`config.mk`:
```
export PLATFORM = sky130hd
export DESIGN_NAME = channel_clock_divider_groups
export DESIGN_NICKNAME = d
export VERILOG_FILES = /design/src/include/chan_div_pkg.sv /design/src/channel_clock_divider_groups.sv /design/src/divider_core.sv /design/src/output_driver.sv
export SDC_FILE = /design/constraint.sdc
export NUM_CORES = 1
export LEC_CHECK = 0
export BUFFER_PORTS_ARGS = -buffer_cell sky130_fd_sc_hd__buf_2
export CORE_UTILIZATION = 36
export CTS_CLUSTER_DIAMETER = 80
export DETAILED_ROUTE_END_ITERATION = 10
export PLACE_DENSITY = 0.56
export SETUP_SLACK_MARGIN = 0.4
export SLEW_MARGIN = 0
export SYNTH_ARGS = -nofsm -noshare
export SYNTH_HDL_FRONTEND = slang
export SYNTH_SLANG_ARGS = --single-unit
```
`constraint.sdc`:
```
create_clock -name core_clk -period 4.6 [get_ports core_clk]
set_input_delay 1.38 -clock core_clk [delete_from_list [all_inputs] [get_ports core_clk]]
set_output_delay 1.38 -clock core_clk [all_outputs]
set_load 0.1 [all_outputs]
```
`src/include/chan_div_pkg.sv`:
```
// Shared constants and types for the group 2 and group 3 channel dividers.
// Assumes a single divider input clock and an 8-bit register port.
package chan_div_pkg;

	// Register port widths
	localparam int ADDR_W = 10;
	localparam int DATA_W = 8;

	// Register offsets, group 2 then group 3
	localparam logic [9:0] GROUP2_CYCLE_COUNTS_OFS = 10'h196;
	localparam logic [9:0] GROUP2_DIVIDER_CONTROL_OFS = 10'h197;
	localparam logic [9:0] GROUP2_CHANNEL_CONTROL_OFS = 10'h198;
	localparam logic [9:0] GROUP3_CYCLE_COUNTS_OFS = 10'h199;
	localparam logic [9:0] GROUP3_DIVIDER_CONTROL_OFS = 10'h19A;
	localparam logic [9:0] GROUP3_CHANNEL_CONTROL_OFS = 10'h19B;

	// Reset values
	localparam logic [7:0] GROUP2_CYCLES_RST = 8'h11;
	localparam logic [7:0] GROUP3_CYCLES_RST = 8'h00;
	localparam logic [7:0] DIVIDER_CONTROL_RST = 8'h00;
	localparam logic [7:0] CHANNEL_CONTROL_RST = 8'h00;
	localparam logic [7:0] UNMAPPED_READ = 8'h00;

	// Field positions of the divider control register
	localparam int BYPASS_BIT = 7;
	localparam int SYNC_MASK_BIT = 6;
	localparam int FORCE_STATIC_BIT = 5;
	localparam int START_HIGH_BIT = 4;
	localparam int PHASE_LSB = 0;

	// Field positions of the channel control register
	localparam int POWER_DOWN_BIT = 2;
	localparam int DIRECT_BIT = 1;
	localparam int DCC_DISABLE_BIT = 0;

	// Field positions of the cycle count register
	localparam int LOW_LSB = 4;
	localparam int HIGH_LSB = 0;

	// Clock source select encodings
	localparam logic [1:0] SRC_CLK = 2'h0;
	localparam logic [1:0] SRC_NONE = 2'h1;
	localparam logic [1:0] SRC_VCO = 2'h2;

	// Low and high durations, each field plus one input cycle
	typedef struct packed {
		logic [3:0] low_cycles;
		logic [3:0] high_cycles;
	} cycle_counts_t;

	// Divider control layout
	typedef struct packed {
		logic bypass;
		logic sync_mask;
		logic force_static;
		logic start_high;
		logic [3:0] phase;
	} divider_control_t;

	// Channel control layout; the top bits are unused and read zero
	typedef struct packed {
		logic [4:0] unused;
		logic power_down;
		logic direct;
		logic dcc_disable;
	} channel_control_t;

	// Divider sequencer states
	typedef enum logic {
		DIV_HOLD,
		DIV_RUN
	} div_state_t;

endpackage : chan_div_pkg

```
`src/channel_clock_divider_groups.sv`:
```
// Group 2 and group 3 channel dividers with their control registers.
// Assumes core_clk is the divider input clock and the register port
// and sync level are synchronous to it.
`timescale 1ns/100ps
`default_nettype none

// Function
// Low lasts low field plus one cycles
// High lasts high field plus one cycles
// Group 3 counts reset to zero
// Bypass passes input clock to output
// Bypass clear uses the divider
// Sync mask makes divider ignore sync
// Software sets sync mask when forcing
// Forced level is low or start level
// Force ignored in bypass; inversion stays
// Start level chooses initial output level
// Four-bit phase offset, resets to zero
// Power-down puts three outputs safe
// Direct clear feeds outputs from divider
// Direct routes VCO or CLK by source
// Duty correction active unless disabled
// Group 2 and 3 output assignment
// Group 2 counts reset to one
// Phase offset delays first edge after sync
// Period is low plus high durations
module channel_clock_divider_groups (
	input wire logic core_clk,
	input wire logic resetn,
	input wire logic reg_wr_en,
	input wire logic reg_rd_en,
	input wire logic [chan_div_pkg::ADDR_W-1:0] reg_addr,
	input wire logic [chan_div_pkg::DATA_W-1:0] reg_wdata,
	output logic [chan_div_pkg::DATA_W-1:0] reg_rdata,
	input wire logic sync_hold,
	input wire logic [1:0] clk_source_sel,
	input wire logic vco_level,
	input wire logic [2:0] group2_invert,
	input wire logic [2:0] group3_invert,
	output logic group2_output_a,
	output logic group2_output_b,
	output logic group2_output_c,
	output logic group3_output_a,
	output logic group3_output_b,
	output logic group3_output_c,
	output logic group2_duty_cycle_correction,
	output logic group3_duty_cycle_correction
);

	// Control registers of group 2
	chan_div_pkg::cycle_counts_t g2_cycles_r;
	chan_div_pkg::cycle_counts_t g2_cycles_nxt;
	chan_div_pkg::divider_control_t g2_divctl_r;
	chan_div_pkg::divider_control_t g2_divctl_nxt;
	chan_div_pkg::channel_control_t g2_chanctl_r;
	chan_div_pkg::channel_control_t g2_chanctl_nxt;

	// Control registers of group 3
	chan_div_pkg::cycle_counts_t g3_cycles_r;
	chan_div_pkg::cycle_counts_t g3_cycles_nxt;
	chan_div_pkg::divider_control_t g3_divctl_r;
	chan_div_pkg::divider_control_t g3_divctl_nxt;
	chan_div_pkg::channel_control_t g3_chanctl_r;
	chan_div_pkg::channel_control_t g3_chanctl_nxt;

	// Read data register
	logic [chan_div_pkg::DATA_W-1:0] rdata_r;
	logic [chan_div_pkg::DATA_W-1:0] rdata_nxt;

	// Cycle-level copy of the divider input clock
	logic in_clk_r;
	logic in_clk_nxt;

	// Duty-cycle correction enables
	logic g2_dcc_r;
	logic g2_dcc_nxt;
	logic g3_dcc_r;
	logic g3_dcc_nxt;

	// Divider hold controls and levels
	logic g2_hold;
	logic g3_hold;
	logic g2_hold_level;
	logic g3_hold_level;
	logic g2_div_level;
	logic g3_div_level;

	// Channel levels after bypass and direct routing
	logic g2_level;
	logic g3_level;
	// Registered driver levels, index 0 to 2 for outputs a to c
	wire [2:0] g2_q;
	wire [2:0] g3_q;

	// Register write decode
	always_comb
	begin
		g2_cycles_nxt = g2_cycles_r;
		g2_divctl_nxt = g2_divctl_r;
		g2_chanctl_nxt = g2_chanctl_r;
		g3_cycles_nxt = g3_cycles_r;
		g3_divctl_nxt = g3_divctl_r;
		g3_chanctl_nxt = g3_chanctl_r;
		if (reg_wr_en)
		begin
			case (reg_addr)
				chan_div_pkg::GROUP2_CYCLE_COUNTS_OFS:
				begin
					g2_cycles_nxt = reg_wdata;
				end
				chan_div_pkg::GROUP2_DIVIDER_CONTROL_OFS:
				begin
					g2_divctl_nxt = reg_wdata;
				end
				chan_div_pkg::GROUP2_CHANNEL_CONTROL_OFS:
				begin
					// Unused bits are not stored
					g2_chanctl_nxt = {5'h00, reg_wdata[2:0]};
				end
				chan_div_pkg::GROUP3_CYCLE_COUNTS_OFS:
				begin
					g3_cycles_nxt = reg_wdata;
				end
				chan_div_pkg::GROUP3_DIVIDER_CONTROL_OFS:
				begin
					g3_divctl_nxt = reg_wdata;
				end
				chan_div_pkg::GROUP3_CHANNEL_CONTROL_OFS:
				begin
					g3_chanctl_nxt = {5'h00, reg_wdata[2:0]};
				end
				default:
				begin
					// Unmapped writes are dropped
				end
			endcase
		end
	end

	// Register read mux; data appears one cycle after the read strobe
	always_comb
	begin
		rdata_nxt = rdata_r;
		if (reg_rd_en)
		begin
			case (reg_addr)
				chan_div_pkg::GROUP2_CYCLE_COUNTS_OFS:
				begin
					rdata_nxt = g2_cycles_r;
				end
				chan_div_pkg::GROUP2_DIVIDER_CONTROL_OFS:
				begin
					rdata_nxt = g2_divctl_r;
				end
				chan_div_pkg::GROUP2_CHANNEL_CONTROL_OFS:
				begin
					rdata_nxt = g2_chanctl_r;
				end
				chan_div_pkg::GROUP3_CYCLE_COUNTS_OFS:
				begin
					rdata_nxt = g3_cycles_r;
				end
				chan_div_pkg::GROUP3_DIVIDER_CONTROL_OFS:
				begin
					rdata_nxt = g3_divctl_r;
				end
				chan_div_pkg::GROUP3_CHANNEL_CONTROL_OFS:
				begin
					rdata_nxt = g3_chanctl_r;
				end
				default:
				begin
					rdata_nxt = chan_div_pkg::UNMAPPED_READ;
				end
			endcase
		end
	end

	// Control registers and their reset values
	always_ff @(posedge core_clk)
	begin
		if (!resetn)
		begin
			g2_cycles_r <= chan_div_pkg::GROUP2_CYCLES_RST;
			g2_divctl_r <= chan_div_pkg::DIVIDER_CONTROL_RST;
			g2_chanctl_r <= chan_div_pkg::CHANNEL_CONTROL_RST;
			g3_cycles_r <= chan_div_pkg::GROUP3_CYCLES_RST;
			g3_divctl_r <= chan_div_pkg::DIVIDER_CONTROL_RST;
			g3_chanctl_r <= chan_div_pkg::CHANNEL_CONTROL_RST;
			rdata_r <= chan_div_pkg::UNMAPPED_READ;
		end
		else
		begin
			g2_cycles_r <= g2_cycles_nxt;
			g2_divctl_r <= g2_divctl_nxt;
			g2_chanctl_r <= g2_chanctl_nxt;
			g3_cycles_r <= g3_cycles_nxt;
			g3_divctl_r <= g3_divctl_nxt;
			g3_chanctl_r <= g3_chanctl_nxt;
			rdata_r <= rdata_nxt;
		end
	end

	// Input clock copy and duty-correction enables
	always_comb
	begin
		in_clk_nxt = !in_clk_r;
		g2_dcc_nxt = !g2_chanctl_r.dcc_disable;
		g3_dcc_nxt = !g3_chanctl_r.dcc_disable;
	end

	// Clock copy and correction registers
	always_ff @(posedge core_clk)
	begin
		if (!resetn)
		begin
			in_clk_r <= 1'b0;
			g2_dcc_r <= 1'b0;
			g3_dcc_r <= 1'b0;
		end
		else
		begin
			in_clk_r <= in_clk_nxt;
			g2_dcc_r <= g2_dcc_nxt;
			g3_dcc_r <= g3_dcc_nxt;
		end
	end

	// Divider hold: bypassed dividers stop, masked ones sit static,
	// unmasked ones follow the chip sync level
	always_comb
	begin
		g2_hold = g2_divctl_r.bypass || g2_divctl_r.sync_mask
			|| sync_hold;
		g3_hold = g3_divctl_r.bypass || g3_divctl_r.sync_mask
			|| sync_hold;
		// Static level when masked: low, or start level if forced
		g2_hold_level = g2_divctl_r.sync_mask ? (g2_divctl_r.force_static
			&& g2_divctl_r.start_high) : g2_divctl_r.start_high;
		g3_hold_level = g3_divctl_r.sync_mask ? (g3_divctl_r.force_static
			&& g3_divctl_r.start_high) : g3_divctl_r.start_high;
	end

	// Group 2 divider
	divider_core #(
		.CNT_W(5)
	) u_group2_divider (
		.core_clk(core_clk),
		.resetn(resetn),
		.hold(g2_hold),
		.hold_level(g2_hold_level),
		.cycles(g2_cycles_r),
		.start_high(g2_divctl_r.start_high),
		.phase(g2_divctl_r.phase),
		.level(g2_div_level)
	);

	// Group 3 divider
	divider_core #(
		.CNT_W(5)
	) u_group3_divider (
		.core_clk(core_clk),
		.resetn(resetn),
		.hold(g3_hold),
		.hold_level(g3_hold_level),
		.cycles(g3_cycles_r),
		.start_high(g3_divctl_r.start_high),
		.phase(g3_divctl_r.phase),
		.level(g3_div_level)
	);

	// Channel source: direct route first, then bypass, else divider
	always_comb
	begin
		g2_level = g2_div_level;
		if (g2_chanctl_r.direct && clk_source_sel == chan_div_pkg::SRC_VCO)
		begin
			g2_level = vco_level;
		end
		else if (g2_chanctl_r.direct && clk_source_sel == chan_div_pkg::SRC_CLK)
		begin
			g2_level = in_clk_r;
		end
		else if (g2_divctl_r.bypass)
		begin
			g2_level = in_clk_r;
		end
		g3_level = g3_div_level;
		if (g3_chanctl_r.direct && clk_source_sel == chan_div_pkg::SRC_VCO)
		begin
			g3_level = vco_level;
		end
		else if (g3_chanctl_r.direct && clk_source_sel == chan_div_pkg::SRC_CLK)
		begin
			g3_level = in_clk_r;
		end
		else if (g3_divctl_r.bypass)
		begin
			g3_level = in_clk_r;
		end
	end

	// Three drivers per group, each with its own inversion
	for (genvar i = 0; i < 3; i++)
	begin : g_drivers
		output_driver u_g2_out (
			.core_clk(core_clk),
			.resetn(resetn),
			.level(g2_level),
			.invert(group2_invert[i]),
			.power_down(g2_chanctl_r.power_down),
			.q(g2_q[i])
		);
		output_driver u_g3_out (
			.core_clk(core_clk),
			.resetn(resetn),
			.level(g3_level),
			.invert(group3_invert[i]),
			.power_down(g3_chanctl_r.power_down),
			.q(g3_q[i])
		);
	end

	// Registered outputs
	assign reg_rdata = rdata_r;
	assign group2_output_a = g2_q[0];
	assign group2_output_b = g2_q[1];
	assign group2_output_c = g2_q[2];
	assign group3_output_a = g3_q[0];
	assign group3_output_b = g3_q[1];
	assign group3_output_c = g3_q[2];
	assign group2_duty_cycle_correction = g2_dcc_r;
	assign group3_duty_cycle_correction = g3_dcc_r;

endmodule : channel_clock_divider_groups

`default_nettype wire

```
`src/divider_core.sv`:
```
// One programmable low/high clock divider with start level and phase offset.
// Assumes its controls are stable register outputs of the same clock.
`timescale 1ns/100ps
`default_nettype none

module divider_core #(
	parameter int CNT_W = 5 // Wide enough for phase plus first duration
) (
	input wire logic core_clk,
	input wire logic resetn,
	input wire logic hold,
	input wire logic hold_level,
	input var chan_div_pkg::cycle_counts_t cycles,
	input wire logic start_high,
	input wire logic [3:0] phase,
	output logic level
);

	chan_div_pkg::div_state_t state_r; // Sequencer state
	chan_div_pkg::div_state_t state_nxt;
	logic [CNT_W-1:0] cnt_r; // Cycles left in the current level
	logic [CNT_W-1:0] cnt_nxt;
	logic level_r; // Divided output level
	logic level_nxt;

	// Next state: hold, then run toggling between low and high
	always_comb
	begin
		state_nxt = state_r;
		cnt_nxt = cnt_r;
		level_nxt = level_r;
		case (state_r)
			chan_div_pkg::DIV_HOLD:
			begin
				level_nxt = hold_level;
				// First edge is pushed back by the phase offset
				cnt_nxt = CNT_W'(phase) + CNT_W'(start_high ? cycles.high_cycles
					: cycles.low_cycles);
				if (!hold)
				begin
					state_nxt = chan_div_pkg::DIV_RUN;
					level_nxt = start_high;
				end
			end
			chan_div_pkg::DIV_RUN:
			begin
				if (hold)
				begin
					state_nxt = chan_div_pkg::DIV_HOLD;
					level_nxt = hold_level;
				end
				else if (cnt_r == '0)
				begin
					// Level ends; load the other duration, field plus one cycle
					level_nxt = !level_r;
					cnt_nxt = CNT_W'(level_r ? cycles.low_cycles
						: cycles.high_cycles);
				end
				else
				begin
					cnt_nxt = cnt_r - CNT_W'(1);
				end
			end
			default:
			begin
				state_nxt = chan_div_pkg::DIV_HOLD;
			end
		endcase
	end

	// State registers
	always_ff @(posedge core_clk)
	begin
		if (!resetn)
		begin
			state_r <= chan_div_pkg::DIV_HOLD;
			cnt_r <= '0;
			level_r <= 1'b0;
		end
		else
		begin
			state_r <= state_nxt;
			cnt_r <= cnt_nxt;
			level_r <= level_nxt;
		end
	end

	assign level = level_r;

endmodule : divider_core

`default_nettype wire

```
`src/output_driver.sv`:
```
// One output driver: polarity inversion and safe power-down, registered.
// Assumes the level input is a clean same-clock signal.
`timescale 1ns/100ps
`default_nettype none

module output_driver (
	input wire logic core_clk,
	input wire logic resetn,
	input wire logic level,
	input wire logic invert,
	input wire logic power_down,
	output logic q
);

	logic q_r; // Driven level
	logic q_nxt;

	// Powered down drives a safe low; inversion applies otherwise
	always_comb
	begin
		q_nxt = power_down ? 1'b0 : (level ^ invert);
	end

	// Output register
	always_ff @(posedge core_clk)
	begin
		if (!resetn)
		begin
			q_r <= 1'b0;
		end
		else
		begin
			q_r <= q_nxt;
		end
	end

	assign q = q_r;

endmodule : output_driver

`default_nettype wire

```
Word-level counts from Yosys, hierarchy flattened
Cells that the tools add are included.
Widths: inputs -> output; s select.
Word-level totals
  bits in registers: 69
  bits of input ports: 32
  output and inout bits: 16
Cells by class
  add/sub/neg operators: 4
  bitwise gates (word level): 9
  muxes and demuxes: 29
  reductions and logical operators: 26
  equality and inequality tests: 11
Operators with widths (count)
  $eq 10x9->1 const B: 6
  $pmux 8 s6: 1
  $mux 5: 4
  $pmux 5 s2: 2
  $mux 1: 16
  $mux 4: 4
  $reduce_and 2->1: 6
  $add 4x5->5: 2
  $logic_not 5->1: 2
  $sub 5x1->5 const B: 2
  $logic_and 1x1->1: 6
  $ne 3x2->1 const B: 2
  $xor 1x1->1: 6
  $logic_not 1->1: 5
  $logic_or 1x1->1: 4
  $ne 2x2->1 const B: 2
  $pmux 1 s2: 2
  $reduce_or 2->1: 2
  $not 1->1: 3
  $eq 2x2->1 const B: 1
  $logic_not 2->1: 1

Logic depth before layout (Yosys ltp)
Gate-level depths: netlist of run 1.
  depth in word-level cells: 5
  depth in mapped cells: 9

Modules after synthesis
A second synthesis of run 1 with hierarchy kept.
Second synthesis, totals
  cells, all modules: 392
  area, all modules: 3682.3 um^2
By module, submodules not included
  channel_clock_divider_groups: instances 1, cells an instance 230, area each 2205.9 um^2, seq. area each 980.9 um^2
  divider_core: instances 2, cells an instance 72, area each 614.3 um^2, seq. area each 140.1 um^2
  output_driver: instances 6, cells an instance 3, area each 41.3 um^2, seq. area each 20.0 um^2

Worst setup path before layout of run 1
OpenSTA, ideal clock, no wires.
  kind: in2reg
  start: input port reg_addr[6] in the netlist's numbering
  end: register g2_chanctl_r[1] in the netlist's numbering
  path slack: 1.903 ns
  required time: 4.468 ns
  path buffers: 2
  cell stages on the path: 6
  arrival time: 2.564 ns
  setup time: 0.132 ns
  path through: nand4bb_1 buf_2 or4_1 clkbuf_1 o21ai_0 a21oi_1
Between the ends
  longest elaborated chain between the ends: 2
RTL lines
  start, declared: line channel_clock_divider_groups.sv:32  | input wire logic [chan_div_pkg::ADDR_W-1:0] reg_addr,
  $eq 10x9->1: line channel_clock_divider_groups.sv:106  | case (reg_addr)
  $reduce_and 2->1 (no line)
  end signal, assigned: line channel_clock_divider_groups.sv:186  | g2_chanctl_r <= chan_div_pkg::CHANNEL_CONTROL_RST;
  end signal, assigned: line channel_clock_divider_groups.sv:196  | g2_chanctl_r <= g2_chanctl_nxt;
  end, declared: line channel_clock_divider_groups.sv:55  | chan_div_pkg::channel_control_t g2_chanctl_r;
No other way between the ends.
A chain may end at the register's enable or synchronous reset.

Final worst setup path of run 1
  start: input port reg_addr[6] in the netlist's numbering
  end: register g2_divctl_r[1] in the netlist's numbering
Between the ends
  longest elaborated chain between the ends: 2
RTL lines
  $eq 10x9->1: line channel_clock_divider_groups.sv:106
  $reduce_and 2->1 (no line)
  end signal, assigned: line channel_clock_divider_groups.sv:185  | g2_divctl_r <= chan_div_pkg::DIVIDER_CONTROL_RST;
  end signal, assigned: line channel_clock_divider_groups.sv:195  | g2_divctl_r <= g2_divctl_nxt;
  end, declared: line channel_clock_divider_groups.sv:53  | chan_div_pkg::divider_control_t g2_divctl_r;
No other way between the ends.

==> out/metrics.csv, run 1 <==
stage,metric,value,unit
critical_path,worstPathMaxFanout,8,
logic_synthesis,yosys-top-cells-count,"dfxtp_1, mux2i_1, nor2_1",
logic_synthesis,yosysMostFrequentCell,dfxtp_1,
logic_synthesis,synth_area_leaders,"dfxtp_1, mux2i_1, a21oi_1, nor2_1, o21ai_0",
timing,maxSlewViolCount,0,
drt,drc,0,
critical_path,cp-end-kind,flop,
drt,drt_wl_total,9880,um
power_and_ir_drop,ir_drop,0.164,mV
timing,maxSlewHeadroom,39.9,%
min_path,hp-class,flop to flop,
finish,synthToLayoutAreaGrowth,14.5,%
die,die_w,103,um
die,rows,36,
finish,design_area,0.00422,mm2
die,io_pins,48,
clock_network,clkTransAtPathRegs,0.08,ns
timing,fin_crit,2.80,ns
logic_synthesis,synth_area_leader_cell,dfxtp_1,
drt,wl_per_cell,16.8,um
placement,dpl_worst_slack,1.46,ns
logic_synthesis,postSynth.asyncResetShare,0,%
grt,grt_util_all_layers,19.3,%
die,dieArea,0.0106,mm2
grt,first_global_vias,2914,
min_path,hold_end,group2_duty_cycle_correction,
logic_synthesis,ys_warn_count,0,
clock_network,insertion_delay,0.34,ns
critical_path,regToRegSetupSlack,2.66,ns
critical_path,required,4.81,ns
finish,n_antenna_cell,0,
timing,skew,0.0128,ns
drt,drtIter0Drc,197,
placement,dp_hpwl,7140,um
drt,detail-route-antenna-nets,0,
logic_synthesis,synth_edf_count,0,
min_path,min_path_cells,1,
critical_path,r2r-end,u_group3_divider.cnt_r[4],
logic_synthesis,synth.cell_area,0.00368,mm2
logic_synthesis,synth-main-ff-cell,dfxtp_1,
critical_path,worstRegToRegCells,7,
logic_synthesis,synth_seq_area_share,37.5,%
placement,portBuffers,47,
grt,overflow,0,
clock_network,htree_levels,3,
timing,fin_tns_setup,0,ns
drt,via_per_inst,5.39,
finish,nets,495,
clock_network,cts_tree,done,
timing,fmax,358,MHz
power_and_ir_drop,power.density,317,mW/mm2
timing,fin_crit_sh,60.8,%
clock_network,cts_setup_buffers,0,
die,start_util,37.4,%
timing,holdWs,0.459,ns
min_path,min_from,g2_chanctl_r[0],
die,die-height,103,um
clock_network,cts-root-buf,clkbuf_8,
finish,final_layout_size_suffix_gt1_share,17.1,%
placement,globalplace.congestion,0.815,
power_and_ir_drop,p_leak,0.00166,uW
timing,setup_viol,0,
outcome,status,completed,
drt,vias,3174,
logic_synthesis,synth_cells,418,
clock_network,cts_resized,0,
placement,placed_area,0.00399,mm2
timing,fin_ws,1.80,ns
clock_network,cts_hold_buffers,0,
logic_synthesis,syn_nets,462,
die,core,0.00986,mm2
drt,dr.pass1.iters,5,
critical_path,reg2reg_from,g3_divctl_r[4],
critical_path,cp_data_arrival_time,3.01,ns
logic_synthesis,yosys.cell_types.count,51,
grt,antenna_found_initial,0,
clock_network,clockBufferDepth,2,
logic_synthesis,synth_top_area_share,37.5,%
timing,finalHoldViolCount,0,
clock_network,numClockSinks,69,
timing,rsz0062_at_grt,false,
job,maxCapViolCount,0,
logic_synthesis,ys_seq_elements,69,
grt,grt_pass1_wl,15300,um
timing,worst_pin_slew,0.895,ns
logic_synthesis,syn_avg_cell_area,8.82,um2
clock_network,cts_made_buffers,9,
grt,grt_max_degree,52,
critical_path,path_class,primary input to flop,
critical_path,crit_path_start_kind,primary input,
==> routing by layer <==
layer	part of all wire, %	GRT usage, %	wire length [um]	up-vias
li1	-	-	-	1575
met3	3.7	3.90	365	4
met4	0.56	4.66	55	0
met2	45	29.8	4400	85
met1	51	27.6	5060	1510
met5	0	0	0	-
==> area by class of cell <==
type	count	area (um2)
Fill cell	986	5640
Tap cell	133	166
Inverter	16	60.1
Multi-Input combinational cell	306	2130
Clock buffer	9	124
Timing Repair Buffer	49	250
Clock inverter	7	104
Sequential cell	69	1380
==> flip-flops by register name, indices dropped and copies added, names as in the netlist, 3 cells and up <==
name,cells
u_group3_divider.cnt_r,5
g_drivers.u_g2_out.q,3
g_drivers.u_g3_out.q,3
g2_divctl_r,8
reg_rdata,8
g3_divctl_r,8
u_group2_divider.cnt_r,5
g3_chanctl_r,3
g3_cycles_r,8
g2_cycles_r,8
g2_chanctl_r,3
==> metrics by stage <==
step | total power [uW] | cells | utilization (%)
global route | 1400 | 589 | 42.8
finish | 1340 | 589 | 42.8
floorplan | 740 | 418 | -
global placement | 783 | 573 | 40.5
CTS | 1350 | 589 | 42.8
detailed placement | 785 | 573 | 40.5
==> power breakdown <==
| part | internal, uW | switching (uW) |
|---|---|---|
| Combinational | 44.6 | 109 |
| Sequential | 608 | 10.0 |
| Clock | 313 | 253 |
==> worst max path at each step <==
stage / from / end / slack (ns) / cells past startpoint
2_1_floorplan: reg_addr[6] / g2_chanctl_r[1] / 1.90 / 6
3_3_place_gp: reg_addr[6] / g2_divctl_r[6] / 1.48 / 5
3_5_place_dp: reg_addr[6] / g2_divctl_r[1] / 1.46 / 5
4_1_cts: reg_addr[6] / g2_divctl_r[1] / 1.83 / 5
5_1_grt: reg_addr[6] / reg_rdata[6] / 1.65 / 5
6_report: reg_addr[6] / g2_divctl_r[1] / 1.80 / 5
==> worst max-delay path: stages <==
cell and delay [ns]:
buf_2 0.10, nand4bb_1 0.40, nor4_4 0.81, mux2i_1 0.26, nor2_1 0.06
==> placed cells by master (no fill, tap or decap), types with 8 or more instances in the layout <==
| master | synthesis | final |
|---|---|---|
| ha_1 | 10 | 10 |
| nor2b_1 | 13 | 13 |
| clkbuf_8 | 0 | 9 |
| mux2i_1 | 45 | 45 |
| nand3_1 | 15 | 15 |
| o21ai_0 | 29 | 29 |
| xnor2_1 | 9 | 9 |
| a31oi_1 | 11 | 11 |
| nand2_1 | 10 | 10 |
| a21oi_1 | 35 | 35 |
| dfxtp_1 | 69 | 69 |
| buf_2 | 6 | 47 |
| nor3_1 | 8 | 8 |
| nand3b_1 | 12 | 12 |
| inv_1 | 15 | 15 |
| nor2_1 | 40 | 40 |
==> cell families (layout without fill, tap and decap cells) <==
| logic type | Yosys count | in the layout | synth area share, % |
|---|---|---|---|
| fa+ha+maj | 12 | 12 | 4.48 |
| xor+xnor | 10 | 10 | 2.38 |
| simple gates | 135 | 135 | 20.9 |
| flops | 69 | 69 | 37.5 |
| buf+inv | 43 | 81 | 4.58 |
| compound gates | 96 | 96 | 15.2 |
| mux | 53 | 53 | 15.0 |
(Power assumes the default switching activity.)
==> inputs of run 2 (changes only) <==
--- a/config.mk
+++ b/config.mk
@@ -9,7 +9,7 @@
 export CORE_UTILIZATION = 36
 export CTS_CLUSTER_DIAMETER = 80
 export DETAILED_ROUTE_END_ITERATION = 10
-export PLACE_DENSITY = 0.56
+export PLACE_DENSITY = 0.58
 export SETUP_SLACK_MARGIN = 0.4
 export SLEW_MARGIN = 0
 export SYNTH_ARGS = -nofsm -noshare
==> constraint.sdc (replaced) <==
create_clock -name core_clk -period 2.52 [get_ports core_clk]
set_input_delay 0.756 -clock core_clk [delete_from_list [all_inputs] [get_ports core_clk]]
set_output_delay 0.756 -clock core_clk [all_outputs]
set_load 0.1 [all_outputs]
==> out/metrics.csv, run 2 (same netlist as run 1, synthesis figures left out) <==
stage,metric,value,unit
timing,fin_crit,1.97,ns
min_path,hp-class,flop to flop,
drt,drt_wl_total,9830,um
timing,finalHoldViolCount,0,
clock_network,cts_made_buffers,9,
timing,fin_crit_sh,78.1,%
timing,maxSlewViolCount,0,
critical_path,slowest_stage,nor4_1,
finish,synthToLayoutAreaGrowth,16.9,%
die,io_pins,48,
critical_path,cp-end-kind,flop,
die,start_util,37.4,%
die,rows,36,
die,die-height,103,um
timing,fmax,508,MHz
clock_network,htree_levels,3,
critical_path,reg2reg_from,g3_divctl_r[4],
drt,detail-route-antenna-nets,0,
finish,layout_common_cells,"dfxtp_1, buf_2, mux2i_1",
drt,wl_per_cell,16.4,um
die,core,0.00986,mm2
clock_network,cts-root-buf,clkbuf_8,
drt,drc,0,
critical_path,cp_data_arrival_time,2.25,ns
finish,design_area,0.00431,mm2
clock_network,clkTransAtPathRegs,0.08,ns
drt,vias,3240,
placement,placed_area,0.00410,mm2
placement,dp_hpwl,7240,um
critical_path,r2r-end,u_group3_divider.cnt_r[4],
outcome,status,completed,
timing,fin_tns_setup,0,ns
finish,final_layout_size_suffix_gt1_share,19.4,%
timing,rsz0062_at_grt,false,
critical_path,regToRegSetupSlack,0.57,ns
die,die_w,103,um
grt,first_global_vias,2959,
drt,via_per_inst,5.39,
grt,grt_max_degree,47,
finish,final_common_cell,dfxtp_1,
critical_path,slowest_delay,0.42,ns
timing,setup_viol,0,
die,dieArea,0.0106,mm2
critical_path,required,2.80,ns
job,maxCapViolCount,0,
grt,grt_util_all_layers,19.5,%
power_and_ir_drop,p_leak,0.00172,uW
placement,portBuffers,47,
finish,nets,507,
clock_network,cts_tree,done,
clock_network,clockBufferDepth,2,
grt,grt_pass1_wl,15600,um
critical_path,crit_family,simple AND/OR/NAND/NOR gates,
critical_path,path_class,primary input to flop,
clock_network,cts_hold_buffers,0,
critical_path,critPathBufInv,3,
timing,maxSlewHeadroom,51.0,%
timing,worst_pin_slew,0.733,ns
finish,final_cells,601,
placement,globalplace.congestion,0.874,
critical_path,crit_path_start,reg_addr[6],
critical_path,crit_chain,buf_2 > nand4bb_1 > buf_4 > nor4_1 > buf_4 > a21oi_1 > a21oi_1,
drt,dr.pass1.iters,5,
critical_path,crit_cells,7,
timing,skew,0.00864,ns
critical_path,worstRegToRegCells,7,
grt,antenna_found_initial,0,
critical_path,cp-endpoint,reg_rdata[5],
critical_path,crit_path_start_kind,primary input,
critical_path,worstPathMaxFanout,5,
finish,n_antenna_cell,0,
power_and_ir_drop,ir_drop,0.207,mV
placement,dp.cells,585,
power_and_ir_drop,power.density,550,mW/mm2
clock_network,numClockSinks,69,
grt,overflow,0,
finish,fillers,957,
drt,drtIter0Drc,167,
clock_network,insertion_delay,0.35,ns
-- run 2: area by class of cell --
| cell class | instances | area [um2] | area share (%) |
|---|---|---|---|
| Clock buffer | 11 | 151 | 3.51 |
| Tap cell | 133 | 166 | 3.86 |
| Inverter | 16 | 60.1 | 1.39 |
| Timing Repair Buffer | 61 | 353 | 8.19 |
| Sequential cell | 69 | 1380 | 32.1 |
| Multi-Input combinational cell | 306 | 2140 | 49.6 |
| Clock inverter | 5 | 57.6 | 1.34 |
-- run 2: power breakdown --
| part | switching [uW] | internal (uW) | total (uW) |
|---|---|---|---|
| Sequential | 18.8 | 1110 | 1130 |
| Clock | 435 | 513 | 948 |
| Combinational | 199 | 92.3 | 291 |
| Total | 653 | 1720 | 2370 |
-- run 2: repair_timing --
item | 4_1_cts | 5_1_grt
buffers inserted | 0 | 0
setup endpoints to repair | 0 | 1
resized for setup | 0 | 1
-- run 2: worst min-delay path by stage --
stage	endpoint	startpoint	depth (start not counted)
floorplan	group2_duty_cycle_correction	g2_chanctl_r[0]	1
global placement	in_clk_r	in_clk_r	1
detailed placement	group2_duty_cycle_correction	g2_chanctl_r[0]	1
CTS	group2_duty_cycle_correction	g2_chanctl_r[0]	1
global route	group2_duty_cycle_correction	g2_chanctl_r[0]	1
finish	group2_duty_cycle_correction	g2_chanctl_r[0]	1
-- run 2: per-stage QoR --
step	power, uW	hold WS (ns)	utilization (%)	setup WS [ns]
finish	2370	0.476	43.7	0.551
global route	2470	0.485	43.7	0.402
CTS	2400	0.481	43.6	0.525
detailed placement	1440	0.468	41.5	0.140
global placement	1440	0.453	41.5	0.244
floorplan	1350	0.407	-	0.447
-- run 2: metal layers --
layer,part of all wire [%],track usage [%],up-vias,wire (um)
li1,-,-,1598,-
met1,49,26.9,1526,4820
met2,44,30.2,101,4330
met3,5.0,4.57,15,489
met4,1.9,6.50,0,189
met5,0,0,-,0
==> inputs of run 3 (changes only) <==
--- a/config.mk
+++ b/config.mk
@@ -9,7 +9,7 @@
 export CORE_UTILIZATION = 36
 export CTS_CLUSTER_DIAMETER = 80
 export DETAILED_ROUTE_END_ITERATION = 10
-export PLACE_DENSITY = 0.58
+export PLACE_DENSITY = 0.56
 export SETUP_SLACK_MARGIN = 0.4
 export SLEW_MARGIN = 0
 export SYNTH_ARGS = -nofsm -noshare
==> constraint.sdc (replaced) <==
create_clock -name core_clk -period 1.9 [get_ports core_clk]
set_input_delay 0.57 -clock core_clk [delete_from_list [all_inputs] [get_ports core_clk]]
set_output_delay 0.57 -clock core_clk [all_outputs]
set_load 0.1 [all_outputs]
==> out/metrics.csv, run 3 (same netlist as run 1, synthesis figures left out) <==
stage,metric,value,unit
outcome,status,completed,
timing,skew,0.00847,ns
placement,dpl_worst_slack,-0.0704,ns
finish,synthToLayoutAreaGrowth,41.6,%
timing,fin_ws,0.157,ns
drt,wl_per_cell,17.5,um
placement,dp_hpwl,7630,um
finish,design_area,0.00522,mm2
finish,final_common_cell,dfxtp_1,
critical_path,crit_path_start_kind,flop,
drt,dr.pass1.iters,5,
timing,worst_pin_slew,0.489,ns
die,start_util,37.4,%
critical_path,cp_data_arrival_time,2.01,ns
timing,fin_crit_sh,91.7,%
grt,antenna_found_initial,0,
clock_network,clockBufferDepth,2,
timing,finalHoldViolCount,0,
timing,maxSlewViolCount,0,
clock_network,cts_made_buffers,9,
finish,nets,533,
timing,holdWs,0.464,ns
power_and_ir_drop,ir_drop,0.265,mV
drt,vias,3418,
drt,drt_wl_total,11000,um
clock_network,htree_levels,3,
grt,grt_util_all_layers,21.6,%
clock_network,clkTransAtPathRegs,0.07,ns
drt,drc,0,
die,die_w,103,um
placement,globalplace.congestion,0.875,
finish,layout_common_cells,"dfxtp_1, nor2_1, mux2i_1",
grt,grt_pass1_wl,17100,um
timing,fmax,574,MHz
job,maxCapViolCount,0,
grt,overflow,0,
drt,detail-route-antenna-nets,0,
clock_network,cts-root-buf,clkbuf_8,
clock_network,cts_tree,done,
critical_path,crit_chain,buf_6 > mux2_4 > ha_4 > inv_2 > fa_2 > nor2b_1 > nor3_1,
critical_path,slowest_delay,0.43,ns
timing,setup_viol,0,
die,io_pins,48,
clock_network,numClockSinks,69,
timing,fin_crit,1.74,ns
critical_path,path_class,flop to flop,
clock_network,cts_hold_buffers,0,
drt,via_per_inst,5.46,
finish,n_antenna_cell,0,
grt,grt_max_degree,52,
die,rows,36,
timing,rsz0062_at_grt,true,
clock_network,insertion_delay,0.34,ns
power_and_ir_drop,power.density,601,mW/mm2
die,die-height,103,um
timing,maxSlewHeadroom,67.4,%
finish,final_layout_size_suffix_gt1_share,40.4,%
power_and_ir_drop,p_leak,0.00197,uW
critical_path,cp-end-kind,flop,
die,core,0.00986,mm2
drt,drtIter0Drc,187,
placement,placed_area,0.00438,mm2
critical_path,slowest_stage,fa_2,
grt,first_global_vias,3259,
critical_path,worstPathMaxFanout,2,
die,dieArea,0.0106,mm2
placement,portBuffers,47,
finish,fin_util,52.9,%
finish,fillers,909,
critical_path,required,2.16,ns
min_path,hp-class,flop to flop,
==> run 3: cell types whose count changed in the layout (fill, tap and decap cells not counted), moves of 9 or more <==
cell	previous run	this run
o21ai_0	29	15
a21oi_2	0	10
buf_2	47	27
buf_4	13	26
buf_6	0	20
nand3_2	0	9
nand3_1	15	6
dfxtp_1	69	54
a21oi_1	35	24
dfxtp_2	0	14
mux2i_1	45	36
buf_12	1	12
==> run 3: where the power goes <==
part | switching [uW] | internal [uW]
clock | 550 | 574
combinational | 305 | 202
sequential | 31.4 | 1470
total | 887 | 2250
==> run 3: timing repair <==
item | CTS | global route
buffers inserted | 2 | 4
gates resized for setup | 75 | 82
endpoints found under the setup margin | 55 | 66
pin swaps | 10 | 39
gates cloned | 2 | 0
==> run 3: final cells by class <==
type                    instances  area, um2  share of cell area [%]
flip-flops and latches         69       1400                    26.9
inverters                      16       60.1                    1.15
clock inverters                 1       5.00                  0.0959
multi-input cells             307       2600                    49.8
clock buffers                  14        173                    3.31
repair buffers                 86        811                    15.5
well taps                     133        166                    3.19
==> run 3: per-layer routing <==
layer | track usage [%] | up-vias | part of all wire [%]
met1 | 29.8 | 1618 | 46
met3 | 3.02 | 21 | 5.4
met2 | 33.2 | 123 | 45
met4 | 10.2 | 0 | 2.7
met5 | 0 | - | 0
li1 | - | 1656 | -
==> run 3: final timing paths <==
path	end	slack, ns	cells after the start	start
setup / recovery	u_group3_divider.cnt_r[1]	0.16	7	g3_divctl_r[4]
setup reg to reg	u_group3_divider.cnt_r[1]	0.16	7	g3_divctl_r[4]
hold / removal	group3_duty_cycle_correction	0.46	1	g3_chanctl_r[0]
hold reg to reg	group3_duty_cycle_correction	0.46	1	g3_chanctl_r[0]
==> run 3: metrics by stage <==
step           total power (uW)  std cells  TNS (ns)
2_1_floorplan              1810        418         0
3_5_place_dp               1950        603    -0.349
5_1_grt                    3250        626         0
4_1_cts                    3110        622         0
6_report                   3140        626         0
3_3_place_gp               1950        603   -0.0319
==> run 3: critical path, delay by kind of cell, from the launching register on <==
kind | cells | cell delay (ns)
mux | 1 | 0.30
buf+inv | 2 | 0.16
flops | 1 | 0.34
fa+ha+maj | 2 | 0.59
simple gates | 2 | 0.27
